<file path="src/inc/flc_defines.svh">
// register offsets, field positions, write masks and reset values of the loop control block
`ifndef FLC_DEFINES_SVH
`define FLC_DEFINES_SVH

`define FLC_OFS_CTRL1 8'h9b
`define FLC_OFS_CTRL2 8'h9c
`define FLC_OFS_CTRL3 8'h9d
`define FLC_OFS_CTRL4 8'h9e
`define FLC_OFS_NUMER 8'ha0
`define FLC_OFS_DENOM 8'ha1
`define FLC_OFS_INTMUL 8'ha2
`define FLC_OFS_REFSEL 8'ha3
`define FLC_OFS_STATUS 8'ha4
`define FLC_OFS_TARGET 8'ha5

`define FLC_ENA_BIT 0
`define FLC_FRAC_BIT 2
`define FLC_OUTDIV_MSB 8
`define FLC_OUTDIV_LSB 3
`define FLC_PREDIV_MSB 1
`define FLC_PREDIV_LSB 0
`define FLC_RATIO_MSB 2
`define FLC_RATIO_LSB 0
`define FLC_INTMUL_MSB 9
`define FLC_REFSEL_MSB 1

`define FLC_MASK_CTRL1 16'h000d
`define FLC_MASK_CTRL2 16'h01fb
`define FLC_MASK_CTRL3 16'h01f7
`define FLC_MASK_CTRL4 16'h000f
`define FLC_MASK_INTMUL 16'h03ff
`define FLC_MASK_REFSEL 16'h0003

`define FLC_RST_CTRL1 16'h000c
`define FLC_RST_CTRL2 16'h0039
`define FLC_RST_CTRL3 16'h0180
`define FLC_RST_CTRL4 16'h0000
`define FLC_RST_NUMER 16'h0018
`define FLC_RST_DENOM 16'h007d
`define FLC_RST_INTMUL 16'h0008
`define FLC_RST_REFSEL 16'h0000

`endif

</file>
<file path="src/inc/flc_pkg.sv">
// types and decode functions of the loop control block
`default_nettype none
package flc_pkg;
	typedef struct packed {
		logic [7:0] addr;
		logic [15:0] wdata;
		logic wr;
		logic rd;
	} flc_bus_req_t;

	typedef struct packed {
		logic [6:0] outDivRatio;
		logic fracMode;
		logic active;
	} flc_loop_cfg_t;

	typedef enum logic {FLC_IDLE, FLC_ACCUM} flc_state_t;

	// vco ratio code to shift count
	function automatic logic [2:0] flc_ratio_shift(input logic [2:0] code);
		logic [2:0] s;
		s = 3'h4;
		if (!code[2]) begin
			s = {1'b0, code[1:0]};
		end
		return s;
	endfunction

	// predivider code to divisor, reserved code held at four
	function automatic logic [2:0] flc_predivide(input logic [1:0] code);
		logic [2:0] d;
		d = 3'h4;
		if (code == 2'h0) begin
			d = 3'h1;
		end else if (code == 2'h1) begin
			d = 3'h2;
		end
		return d;
	endfunction
endpackage
`default_nettype wire

</file>
<file path="src/verilog/flc_config_control.sv">
// control and configuration of the frequency locked loop
// Notes on behaviour
// - reference from master, bit clock or oscillator
// - loop runs only while enable bit set
// - predivider 1, 2 or 4, reset code 01
// - output ratio equals divider code plus one
// - oscillator equals reference times N.K times ratio
// - vco ratio decodes 1, 2, 4, 8, 16
// - integer multiplier used in both modes
// - fraction applied only in fractional mode
// - numerator and denominator are 16-bit integers
//
// Strobed register access was chosen for this implementation.
`include "flc_defines.svh"
`default_nettype none
module flc_config_control (
	// clock and reset
	input wire logic clk,
	input wire logic sys_rst,
	// register port
	input wire flc_pkg::flc_bus_req_t busReq,
	output logic [15:0] busRdata_q,
	// reference pins
	input wire logic mclkPin,
	input wire logic bclkPin,
	input wire logic oscPin,
	// loop controls
	output flc_pkg::flc_loop_cfg_t loopCfg_q,
	output logic loopRefTick_q,
	output logic [15:0] loopTarget_q,
	output logic loopTargetStrobe_q,
	output logic systemClockGate_q
);
	import flc_pkg::*;

	logic [15:0] ctrl1_q;
	logic [15:0] ctrl2_q;
	logic [15:0] ctrl3_q;
	logic [15:0] ctrl4_q;
	logic [15:0] numer_q;
	logic [15:0] denom_q;
	logic [15:0] intMul_q;
	logic [15:0] refSel_q;
	logic loopEnable;
	logic fracMode;
	logic [2:0] ratioShift;
	logic [4:0] ratioSteps;
	logic [15:0] baseNow;
	logic refTick;
	flc_state_t state_q;
	logic [4:0] stepsLeft_q;
	logic [16:0] acc_q;
	logic [4:0] carry_q;
	logic [15:0] base_q;
	logic [16:0] accSum;
	logic carryNow;
	logic [4:0] carryNext;
	logic pubValid;
	logic [15:0] pubValue;

	assign loopEnable = ctrl1_q[`FLC_ENA_BIT];
	assign fracMode = ctrl1_q[`FLC_FRAC_BIT];
	assign ratioShift = flc_ratio_shift(ctrl3_q[`FLC_RATIO_MSB:`FLC_RATIO_LSB]);
	assign ratioSteps = 5'(5'h01 << ratioShift);
	assign baseNow = 16'(ctrl1_q[0] ? intMul_q[`FLC_INTMUL_MSB:0] : 10'h000) << ratioShift;

	// reference select and predivider
	flc_ref_divider refDiv (
		.clk(clk),
		.sys_rst(sys_rst),
		.mclkPin(mclkPin),
		.bclkPin(bclkPin),
		.oscPin(oscPin),
		.refSelect(refSel_q[`FLC_REFSEL_MSB:0]),
		.predivCode(ctrl2_q[`FLC_PREDIV_MSB:`FLC_PREDIV_LSB]),
		.loopEnable(loopEnable),
		.refTick(refTick)
	);

	// register writes
	always_ff @(posedge clk) begin
		if (sys_rst) begin
			ctrl1_q <= `FLC_RST_CTRL1;
			ctrl2_q <= `FLC_RST_CTRL2;
			ctrl3_q <= `FLC_RST_CTRL3;
			ctrl4_q <= `FLC_RST_CTRL4;
			numer_q <= `FLC_RST_NUMER;
			denom_q <= `FLC_RST_DENOM;
			intMul_q <= `FLC_RST_INTMUL;
			refSel_q <= `FLC_RST_REFSEL;
		end else if (busReq.wr) begin
			unique case (busReq.addr)
				`FLC_OFS_CTRL1: ctrl1_q <= busReq.wdata & `FLC_MASK_CTRL1;
				`FLC_OFS_CTRL2: ctrl2_q <= busReq.wdata & `FLC_MASK_CTRL2;
				`FLC_OFS_CTRL3: ctrl3_q <= busReq.wdata & `FLC_MASK_CTRL3;
				`FLC_OFS_CTRL4: ctrl4_q <= busReq.wdata & `FLC_MASK_CTRL4;
				`FLC_OFS_NUMER: numer_q <= busReq.wdata;
				`FLC_OFS_DENOM: denom_q <= busReq.wdata;
				`FLC_OFS_INTMUL: intMul_q <= busReq.wdata & `FLC_MASK_INTMUL;
				`FLC_OFS_REFSEL: refSel_q <= busReq.wdata & `FLC_MASK_REFSEL;
				default: begin
				end
			endcase
		end
	end

	// register reads, data valid in the following cycle only
	always_ff @(posedge clk) begin
		if (sys_rst) begin
			busRdata_q <= 16'h0000;
		end else if (busReq.rd) begin
			unique case (busReq.addr)
				`FLC_OFS_CTRL1: busRdata_q <= ctrl1_q;
				`FLC_OFS_CTRL2: busRdata_q <= ctrl2_q;
				`FLC_OFS_CTRL3: busRdata_q <= ctrl3_q;
				`FLC_OFS_CTRL4: busRdata_q <= ctrl4_q;
				`FLC_OFS_NUMER: busRdata_q <= numer_q;
				`FLC_OFS_DENOM: busRdata_q <= denom_q;
				`FLC_OFS_INTMUL: busRdata_q <= intMul_q;
				`FLC_OFS_REFSEL: busRdata_q <= refSel_q;
				`FLC_OFS_STATUS: busRdata_q <= {14'h0000, systemClockGate_q, loopCfg_q.active};
				`FLC_OFS_TARGET: busRdata_q <= loopTarget_q;
				default: busRdata_q <= 16'h0000;
			endcase
		end else begin
			busRdata_q <= 16'h0000;
		end
	end

	// fractional accumulation step
	always_comb begin
		accSum = acc_q + {1'b0, numer_q};
		carryNow = (denom_q != 16'h0000) && (accSum >= {1'b0, denom_q});
		carryNext = carry_q + {4'h0, carryNow};
	end

	// multiplier sequencer
	always_ff @(posedge clk) begin
		if (sys_rst || !loopEnable) begin
			state_q <= FLC_IDLE;
			stepsLeft_q <= 5'h00;
			acc_q <= 17'h0_0000;
			carry_q <= 5'h00;
			base_q <= 16'h0000;
		end else begin
			unique case (state_q)
				FLC_IDLE: begin
					if (refTick && fracMode && denom_q != 16'h0000) begin
						state_q <= FLC_ACCUM;
						stepsLeft_q <= ratioSteps - 5'h01;
						carry_q <= 5'h00;
						base_q <= baseNow;
					end
				end
				FLC_ACCUM: begin
					acc_q <= carryNow ? accSum - {1'b0, denom_q} : accSum;
					carry_q <= carryNext;
					stepsLeft_q <= stepsLeft_q - 5'h01;
					if (stepsLeft_q == 5'h00) begin
						state_q <= FLC_IDLE;
					end
				end
			endcase
		end
	end

	// publish the per-reference target count
	always_comb begin
		pubValid = 1'b0;
		pubValue = baseNow;
		if (loopEnable && state_q == FLC_IDLE && refTick && !(fracMode && denom_q != 16'h0000)) begin
			pubValid = 1'b1;
		end else if (loopEnable && state_q == FLC_ACCUM && stepsLeft_q == 5'h00) begin
			pubValid = 1'b1;
			pubValue = base_q + {11'h000, carryNext};
		end
	end

	always_ff @(posedge clk) begin
		if (sys_rst) begin
			loopTarget_q <= 16'h0000;
			loopTargetStrobe_q <= 1'b0;
		end else begin
			loopTargetStrobe_q <= pubValid;
			if (pubValid) begin
				loopTarget_q <= pubValue;
			end
		end
	end

	// configuration outputs
	always_ff @(posedge clk) begin
		if (sys_rst) begin
			loopCfg_q <= '0;
			loopRefTick_q <= 1'b0;
		end else begin
			loopCfg_q.outDivRatio <= {1'b0, ctrl2_q[`FLC_OUTDIV_MSB:`FLC_OUTDIV_LSB]} + 7'h01;
			loopCfg_q.fracMode <= fracMode;
			loopCfg_q.active <= loopEnable;
			loopRefTick_q <= refTick;
		end
	end

	// system clock gate
	always_ff @(posedge clk) begin
		if (sys_rst || !loopEnable) begin
			systemClockGate_q <= 1'b0;
		end else if (pubValid) begin
			systemClockGate_q <= 1'b1;
		end
	end
endmodule
`default_nettype wire

</file>
<file path="src/verilog/flc_ref_divider.sv">
// reference source select, pin synchronisers and reference predivider
`default_nettype none
module flc_ref_divider (
	// clock and reset
	input wire logic clk,
	input wire logic sys_rst,
	// reference pins
	input wire logic mclkPin,
	input wire logic bclkPin,
	input wire logic oscPin,
	// control
	input wire logic [1:0] refSelect,
	input wire logic [1:0] predivCode,
	input wire logic loopEnable,
	// divided reference
	output logic refTick
);
	import flc_pkg::*;

	logic [2:0] sync1_q;
	logic [2:0] sync2_q;
	logic [2:0] sync3_q;
	logic [2:0] edges;
	logic edgeSel;
	logic [1:0] divCnt_q;
	logic [2:0] divisor;

	always_ff @(posedge clk) begin
		if (sys_rst) begin
			sync1_q <= 3'h0;
			sync2_q <= 3'h0;
			sync3_q <= 3'h0;
		end else begin
			sync1_q <= {oscPin, bclkPin, mclkPin};
			sync2_q <= sync1_q;
			sync3_q <= sync2_q;
		end
	end

	assign edges = sync2_q & ~sync3_q;
	assign divisor = flc_predivide(predivCode);

	always_comb begin
		unique case (refSelect)
			2'h0: edgeSel = edges[0];
			2'h1: edgeSel = edges[1];
			2'h2: edgeSel = edges[2];
			2'h3: edgeSel = 1'b0;
		endcase
	end

	always_ff @(posedge clk) begin
		if (sys_rst || !loopEnable) begin
			divCnt_q <= 2'h0;
			refTick <= 1'b0;
		end else if (edgeSel) begin
			if (divCnt_q == 2'(divisor - 3'h1)) begin
				divCnt_q <= 2'h0;
				refTick <= 1'b1;
			end else begin
				divCnt_q <= divCnt_q + 2'h1;
				refTick <= 1'b0;
			end
		end else begin
			refTick <= 1'b0;
		end
	end
endmodule
`default_nettype wire

</file>
<file path="config.mk">
export PLATFORM = sky130hd
export DESIGN_NAME = flc_config_control
export DESIGN_NICKNAME = d
export VERILOG_FILES = /design/src/inc/flc_pkg.sv /design/src/verilog/flc_config_control.sv /design/src/verilog/flc_ref_divider.sv
export VERILOG_INCLUDE_DIRS = /design/src /design/src/inc
export SDC_FILE = /design/constraint.sdc
export NUM_CORES = 1
export LEC_CHECK = 0
export BUFFER_PORTS_ARGS = -buffer_cell sky130_fd_sc_hd__buf_2
export CAP_MARGIN = 10
export CORE_MARGIN = 5
export CORE_UTILIZATION = 55
export CTS_BUF_LIST = sky130_fd_sc_hd__clkbuf_4 sky130_fd_sc_hd__clkbuf_8
export DETAILED_ROUTE_END_ITERATION = 12
export GPL_TIMING_DRIVEN = 0
export MAX_ROUTING_LAYER = met4
export PLACE_DENSITY = 0.83
export SYNTH_ARGS = -nofsm -noshare
export SYNTH_HDL_FRONTEND = slang
export SYNTH_SLANG_ARGS = --single-unit
</file>
<file path="constraint.sdc">
create_clock -name clk -period 18 [get_ports clk]
set_input_delay 0 -clock clk [delete_from_list [all_inputs] [get_ports clk]]
set_output_delay 0 -clock clk [all_outputs]
set_load 0.005 [all_outputs]
</file>
# Word level (Yosys, flattened, before mapping)
# Index checks and enable logic that the tools add are counted.
word_totals:
  wordCells: 106
  regBits: 167
  out_inout_bits: 44
  in_bits: 31
classes:
  reduce_logical: 27
  n_addsub: 9
  eq_ne: 16
  magnitude_cmp: 1
  n_bitwise: 5
  n_shift: 2
  muxes: 20
ops:
  columns: ["op", "count"]
  rows:
  - ["$pmux 16 s10", 1]
  - ["$eq 8x8->1 const B", 10]
  - ["$mux 16", 2]
  - ["$pmux 5 s2", 2]
  - ["$reduce_and 2->1", 9]
  - ["$add 17x16->17", 1]
  - ["$ge 17x16->1", 1]
  - ["$mux 17", 1]
  - ["$sub 17x16->17", 1]
  - ["$add 16x5->16", 1]
  - ["$reduce_bool 16->1", 1]
  - ["$shl 10x3->16", 1]
  - ["$mux 10", 1]
  - ["$mux 5", 2]
  - ["$sub 5x1->5 const B", 2]
  - ["$logic_and 1x1->1", 9]
  - ["$add 6x1->7 const B", 1]
  - ["$mux 2", 3]
  - ["$add 5x1->5", 1]
  - ["$logic_not 5->1", 1]
  - ["$mux 1", 5]
  - ["$shl 1x3->5 const A", 1]
  - ["$eq 2x1->1 const B", 2]
  - ["$eq 2x2->1 const B", 2]
  - ["other kinds (14)", 19]

# Depth between registers and ports, before layout
depth:
  ltp_word: 7
  depth_mapped: 30

# By module
# Synthesis repeated with hierarchy kept, for this count alone.
unflattened:
  cells_unflattened: 1168
  hier_area_um2: 9220.1
by_module_without_submodules:
  columns: ["mod", "seq_area_each_um2", "cells_per_inst", "area_each_um2", "instances"]
  rows:
  - ["flc_config_control", 3103.0, 1125, 8789.7, 1]
  - ["flc_ref_divider", 240.2, 43, 430.4, 1]

# Worst setup path after synthesis
# No wires, ideal clock.
synth_timing:
  path_type: "flip-flop to flip-flop"
  start: "register numer_q[0]"
  end: "register loopTarget_q[14]"
  synth_period_minus_slack_ns: 6.032
  setup_time_ns: 0.115
  slack_ns: 11.968
  stages_incl_launch_ff: 29
  arrival_ns: 5.918
  cell_sequence: "dfxtp_1 -> ha_1 -> fa_1 -> a211oi_1 -> o211ai_1 -> a31oi_1 -> o21ba_2 -> nor4b_1 -> nand4b_1 -> ha_1 -> clkbuf_2 -> a21o_1 -> a31o_2 -> nor3_1 -> a21o_1 -> o311a_1 -> a21bo_1 -> inv_1 -> buf_4 -> ha_1 -> ha_1 -> fa_1 -> a21o_1 -> a21oi_1 -> nor2b_1 -> o21ai_0 -> nor2_1 -> xnor2_1 -> a2111oi_0"
synth_via:
  elab_chain_len: 7
synth_lines:
  columns: ["item", "line_no", "source"]
  rows:
  - ["from (decl)", "flc_config_control.sv:40", "logic [15:0] numer_q;"]
  - ["from (signal assigned)", "flc_config_control.sv:87", "numer_q <= `FLC_RST_NUMER;"]
  - ["from (signal assigned)", "flc_config_control.sv:97", "`FLC_OFS_NUMER: numer_q <= busReq.wdata;"]
  - ["$add 17x16->17", "flc_config_control.sv:132", "accSum = acc_q + {1'b0, numer_q};"]
  - ["$ge 17x16->1", "flc_config_control.sv:133", "carryNow = (denom_q != 16'h0000) && (accSum >= {1'b0, denom_q});"]
  - ["$logic_and 1x1->1", "flc_config_control.sv:133", null]
  - ["$add 5x1->5", "flc_config_control.sv:134", "carryNext = carry_q + {4'h0, carryNow};"]
  - ["$add 16x5->16", "flc_config_control.sv:175", "pubValue = base_q + {11'h000, carryNext};"]
  - ["$mux 16", "flc_config_control.sv:173", "end else if (loopEnable && state_q == FLC_ACCUM && stepsLeft_q == 5'h00) begin"]
  - ["$mux 16", "flc_config_control.sv:171", "if (loopEnable && state_q == FLC_IDLE && refTick && !(fracMode && denom_q != 16'h0000)) begin"]
  - ["to (signal assigned)", "flc_config_control.sv:186", "loopTarget_q <= pubValue;"]
  - ["to (decl)", "flc_config_control.sv:30", "output logic [15:0] loopTarget_q,"]
# Every way passes these cells.
# A chain may end at the register's enable or synchronous reset.

# Worst setup path in the final report
layout_timing:
  start: "register numer_q[0]"
  end: "register loopTarget_q[8]"
# Same word-level chain as after synthesis.

==> results_tabular.tex <==
\begin{tabular}{lr}
\hline
Metric & Value \\
\hline
\multicolumn{2}{l}{\textbf{Status}} \\
Result of the run & finished, final reports clean \\
\multicolumn{2}{l}{\textbf{Synth}} \\
Count of flip-flops with a built-in enable after synthesis & 0 \\
Cell type with the highest aggregate area in the netlist & dfxtp\_1 \\
Mean Syn Cell Area & 8.15 um2 \\
Synth Warn \# & 0 \\
Number of instances in the synthesized netlist & 1103 \\
Total standard cell area after synthesis & 8990 um2 \\
Ranking of synthesized cells by instance count & 181 x nand2\_1, 167 x dfxtp\_1, 105 x a21oi\_1 \\
Share of the yosys chip area belonging to registers & 37.2\% \\
Leading cell type by number of instances after synthesis & nand2\_1 \\
Share of the synthesized area in the top cell type & 37.2\% \\
Post-synth net total & 1178 \\
Seq cells post-synth & 167 \\
Fraction of registers with async set or reset after synthesis & 0\% \\
Count of distinct cell types in the synthesized netlist & 70 \\
Most used flip-flop cell after synthesis & dfxtp\_1 \\
Cell types with the largest area share after synthesis & dfxtp\_1 37\%, nand2\_1 7.6\%, mux2i\_1 6.3\% \\
\multicolumn{2}{l}{\textbf{Die}} \\
Starting utilization of the core area & 56.4\% \\
Die H & 138 um \\
Core area & 15900 um2 \\
Site Rows & 46 \\
Horizontal die dimension & 138 um \\
Total I/O pin count & 75 \\
Die footprint & 19000 um2 \\
\multicolumn{2}{l}{\textbf{Route}} \\
Remaining number of nets flagged by the antenna check after routing & 0 \\
Remaining design rule violation count & 0 \\
Vias per cell & 6.07 \\
Via count & 8772 \\
Detailed router's first-iteration violation count & 970 \\
Routed wire length per instance & 19.6 um \\
Detailed-router iteration count before antenna repair & 6 \\
Drt total wl & 28300 um \\
\multicolumn{2}{l}{\textbf{Flow run}} \\
Max-Cap Viols & 0 \\
\multicolumn{2}{l}{\textbf{Global routing}} \\
Maximum number of pins on one net before global-route repair & 17 \\
Remaining Overflow, GRT & 0 \\
Overall global routing resource usage & 31.1\% \\
Global-route wire length before repair & 43900 um \\
Number of global-route vias before repair & 8276 \\
Number of antenna violations at the first check in global routing & 1 \\
\multicolumn{2}{l}{\textbf{Critical path}} \\
Arrival time at the worst endpoint & 7.81 ns \\
Worst EP required & 18.36 ns \\
Reg2Reg Setup Slack & 10.55 ns \\
R2r worst-path depth & 29 \\
Startpoint types & register \\
Critical path capture point type & register \\
Endpoint of the most critical register-to-register path & loopTarget\_q[8] \\
Reg-to-Reg Start & numer\_q[0] \\
Maximum fanout along the worst path & 10 \\
Critical-path top delay cell & or4\_1 \\
Critical Path Source & numer\_q[0] \\
Setup crit end & loopTarget\_q[8] \\
Largest incremental delay on the critical path & 0.58 ns \\
Cell mode on critical path & ha\_1 \\
Crit Path Class & register to register \\
\multicolumn{2}{l}{\textbf{Clocking}} \\
Worst-case clock buffer depth & 2 \\
Quantity of gates resized following cts & 0 \\
Buffer cell driving the clock tree root & clkbuf\_8 \\
TritonCTS buffer count & 17 \\
Clock network latency to the later pin of the worst-skew pair & 0.48 ns \\
\# clock sinks & 167 \\
H-tree depth reported by CTS & 4 \\
Clock-pin transition on the worst setup and hold timing paths & 0.10 ns \\
CTS tree & done \\
\multicolumn{2}{l}{\textbf{Cells and area}} \\
Post-layout net count & 1290 \\
Final core utilization & 64.1\% \\
Area Growth Syn to Fin & 13.6\% \\
Sequential cell area in the final layout & 3340 um2 \\
Final-layout fill cell count & 1394 \\
Share of cells above drive strength 1 & 10.7\% \\
Multi-input logic area & 5260 um2 \\
\multicolumn{2}{l}{\textbf{Min path}} \\
HP Class & input port to register \\
\multicolumn{2}{l}{\textbf{STA}} \\
Total negative setup slack & 0 ns \\
RSZ-0062 raised after global routing & no \\
Hold Violations, Final & 0 \\
Portion of the clock cycle consumed by the worst path in the final layout & 41.4\% \\
Final hold slack & 0.102 ns \\
Slew Limit Headroom & 34.2\% \\
Highest attainable clock frequency & 134 MHz \\
Slew at the pin closest to its max-slew limit & 0.983 ns \\
Setup violations, final & 0 \\
Min Clock Period, post-route & 7.45 ns \\
Count of final max-slew check failures & 0 \\
Worst clock skew & 0.0163 ns \\
\multicolumn{2}{l}{\textbf{Power}} \\
Ratio of total power to cell area & 65.1 nW/um2 \\
Static leakage power & 4.06 nW \\
Worst-case vdd ir drop & 0.0000737 V \\
\multicolumn{2}{l}{\textbf{Place}} \\
\# port buffers & 72 \\
Hpwl dp & 21100 um \\
GP Congestion & 0.983 \\
\hline
\end{tabular}
[stage by stage]
step	setup WS, ns	cells	instance area, um2	total power, W
after floorplan	11.97	1103	8990	0.000391
after global placement	10.86	1391	9620	0.000402
after detailed placement	10.77	1391	9620	0.000402
after CTS	10.69	1443	10200	0.000665
after global routing	10.22	1444	10200	0.000682
final	10.55	1444	10200	0.000665
[layout by cell type (no fill, tap or decap), types with 15 or more instances in the layout]
| cell | synthesis | layout |
|---|---|---|
| a21o_1 | 17 | 17 |
| inv_1 | 36 | 36 |
| xnor2_1 | 29 | 29 |
| mux2i_1 | 57 | 57 |
| nand2_1 | 181 | 181 |
| a21oi_1 | 105 | 105 |
| dfxtp_1 | 167 | 167 |
| nor2_1 | 94 | 94 |
| a22oi_1 | 24 | 24 |
| dlygate4sd3_1 | 0 | 21 |
| clkbuf_8 | 0 | 17 |
| nor2b_1 | 27 | 27 |
| nand3_1 | 28 | 28 |
| xor2_1 | 19 | 19 |
| o21ai_0 | 34 | 34 |
| a31oi_1 | 15 | 15 |
| buf_2 | 1 | 73 |
| nor3_1 | 21 | 21 |
| ha_1 | 41 | 41 |
| clkbuf_1 | 48 | 48 |
[cell type report]
cell class | count | area share, %
antenna | 1 | 0.0245
timing repair buffer | 93 | 5.58
clock buffer | 18 | 2.36
multi-input combinational | 839 | 51.5
buffer | 60 | 2.41
clock inverter | 13 | 1.37
inverter | 37 | 1.36
sequential | 167 | 32.7
tap | 216 | 2.65
[worst min path at each step]
stage,from,end,slack [ns],cells after the start
2_1_floorplan,busReq[5],intMul_q[3],0.12,2
3_3_place_gp,oscPin,refDiv.sync1_q[2],0.21,2
3_5_place_dp,oscPin,refDiv.sync1_q[2],0.22,2
4_1_cts,busReq[20],denom_q[15],0.08,5
5_1_grt,busReq[20],refSel_q[1],0.12,5
6_report,busReq[20],denom_q[15],0.10,5
[report_power, final]
group | internal (W) | leakage [nW] | switching, W | total (W)
Clock | 0.000115 | 0.193 | 0.000153 | 0.000267
Sequential | 0.000370 | 1.35 | 0.000000524 | 0.000371
Combinational | 0.0000101 | 2.52 | 0.0000170 | 0.0000271
Total | 0.000495 | 4.06 | 0.000170 | 0.000665
[metal layers]
| metal | wire [um] | share of wire, % | GRT usage (%) |
|---|---|---|---|
| met3 | 2820 | 10 | 7.04 |
| met4 | 1070 | 3.8 | 12.8 |
| met2 | 13100 | 46 | 49.6 |
| met1 | 11300 | 40 | 38.3 |
| met5 | 0 | 0 | - |
[timing repair]
item | 4_1_cts | 5_1_grt
buffers inserted | 0 | 0
hold buffers | 21 | 0
endpoints found under the hold margin | 72 | 0
[critical path: cells and delay by family (launching register included)]
| kind | cells | cell delay [ns] |
|---|---|---|
| AO/OA/AOI/OAI | 11 | 2.93 |
| XOR/XNOR | 2 | 0.43 |
| adder cells (fa/ha/maj) | 6 | 1.74 |
| buffers and inverters | 3 | 0.59 |
| flip-flops | 1 | 0.35 |
| AND/OR/NAND/NOR | 7 | 1.29 |
[flip-flops by register name, summed over array words and instances (netlist names), 2 cells and up]
name,flops
loopTarget_q,16
refDiv.sync2_q,3
refDiv.sync1_q,3
numer_q,16
intMul_q,10
denom_q,16
acc_q,17
ctrl2_q,8
busRdata_q,16
ctrl1_q,3
refDiv.divCnt_q,2
ctrl4_q,4
stepsLeft_q,5
base_q,16
refSel_q,2
loopCfg_q,9
carry_q,5
ctrl3_q,8
refDiv.sync3_q,3
[logic make-up (layout without fill, tap and decap cells)]
kind of cell,after synthesis,after routing,share of synthesized area [%]
mux,63,63,7.22
fa+ha+maj,44,44,6.37
buf+inv,97,221,4.29
compound gates,276,276,19.9
xor+xnor,48,48,4.68
flops,167,167,37.2
simple gates,408,408,20.4
other cells,0,1,0
No activity file was read; power rests on OpenSTA's default activity.
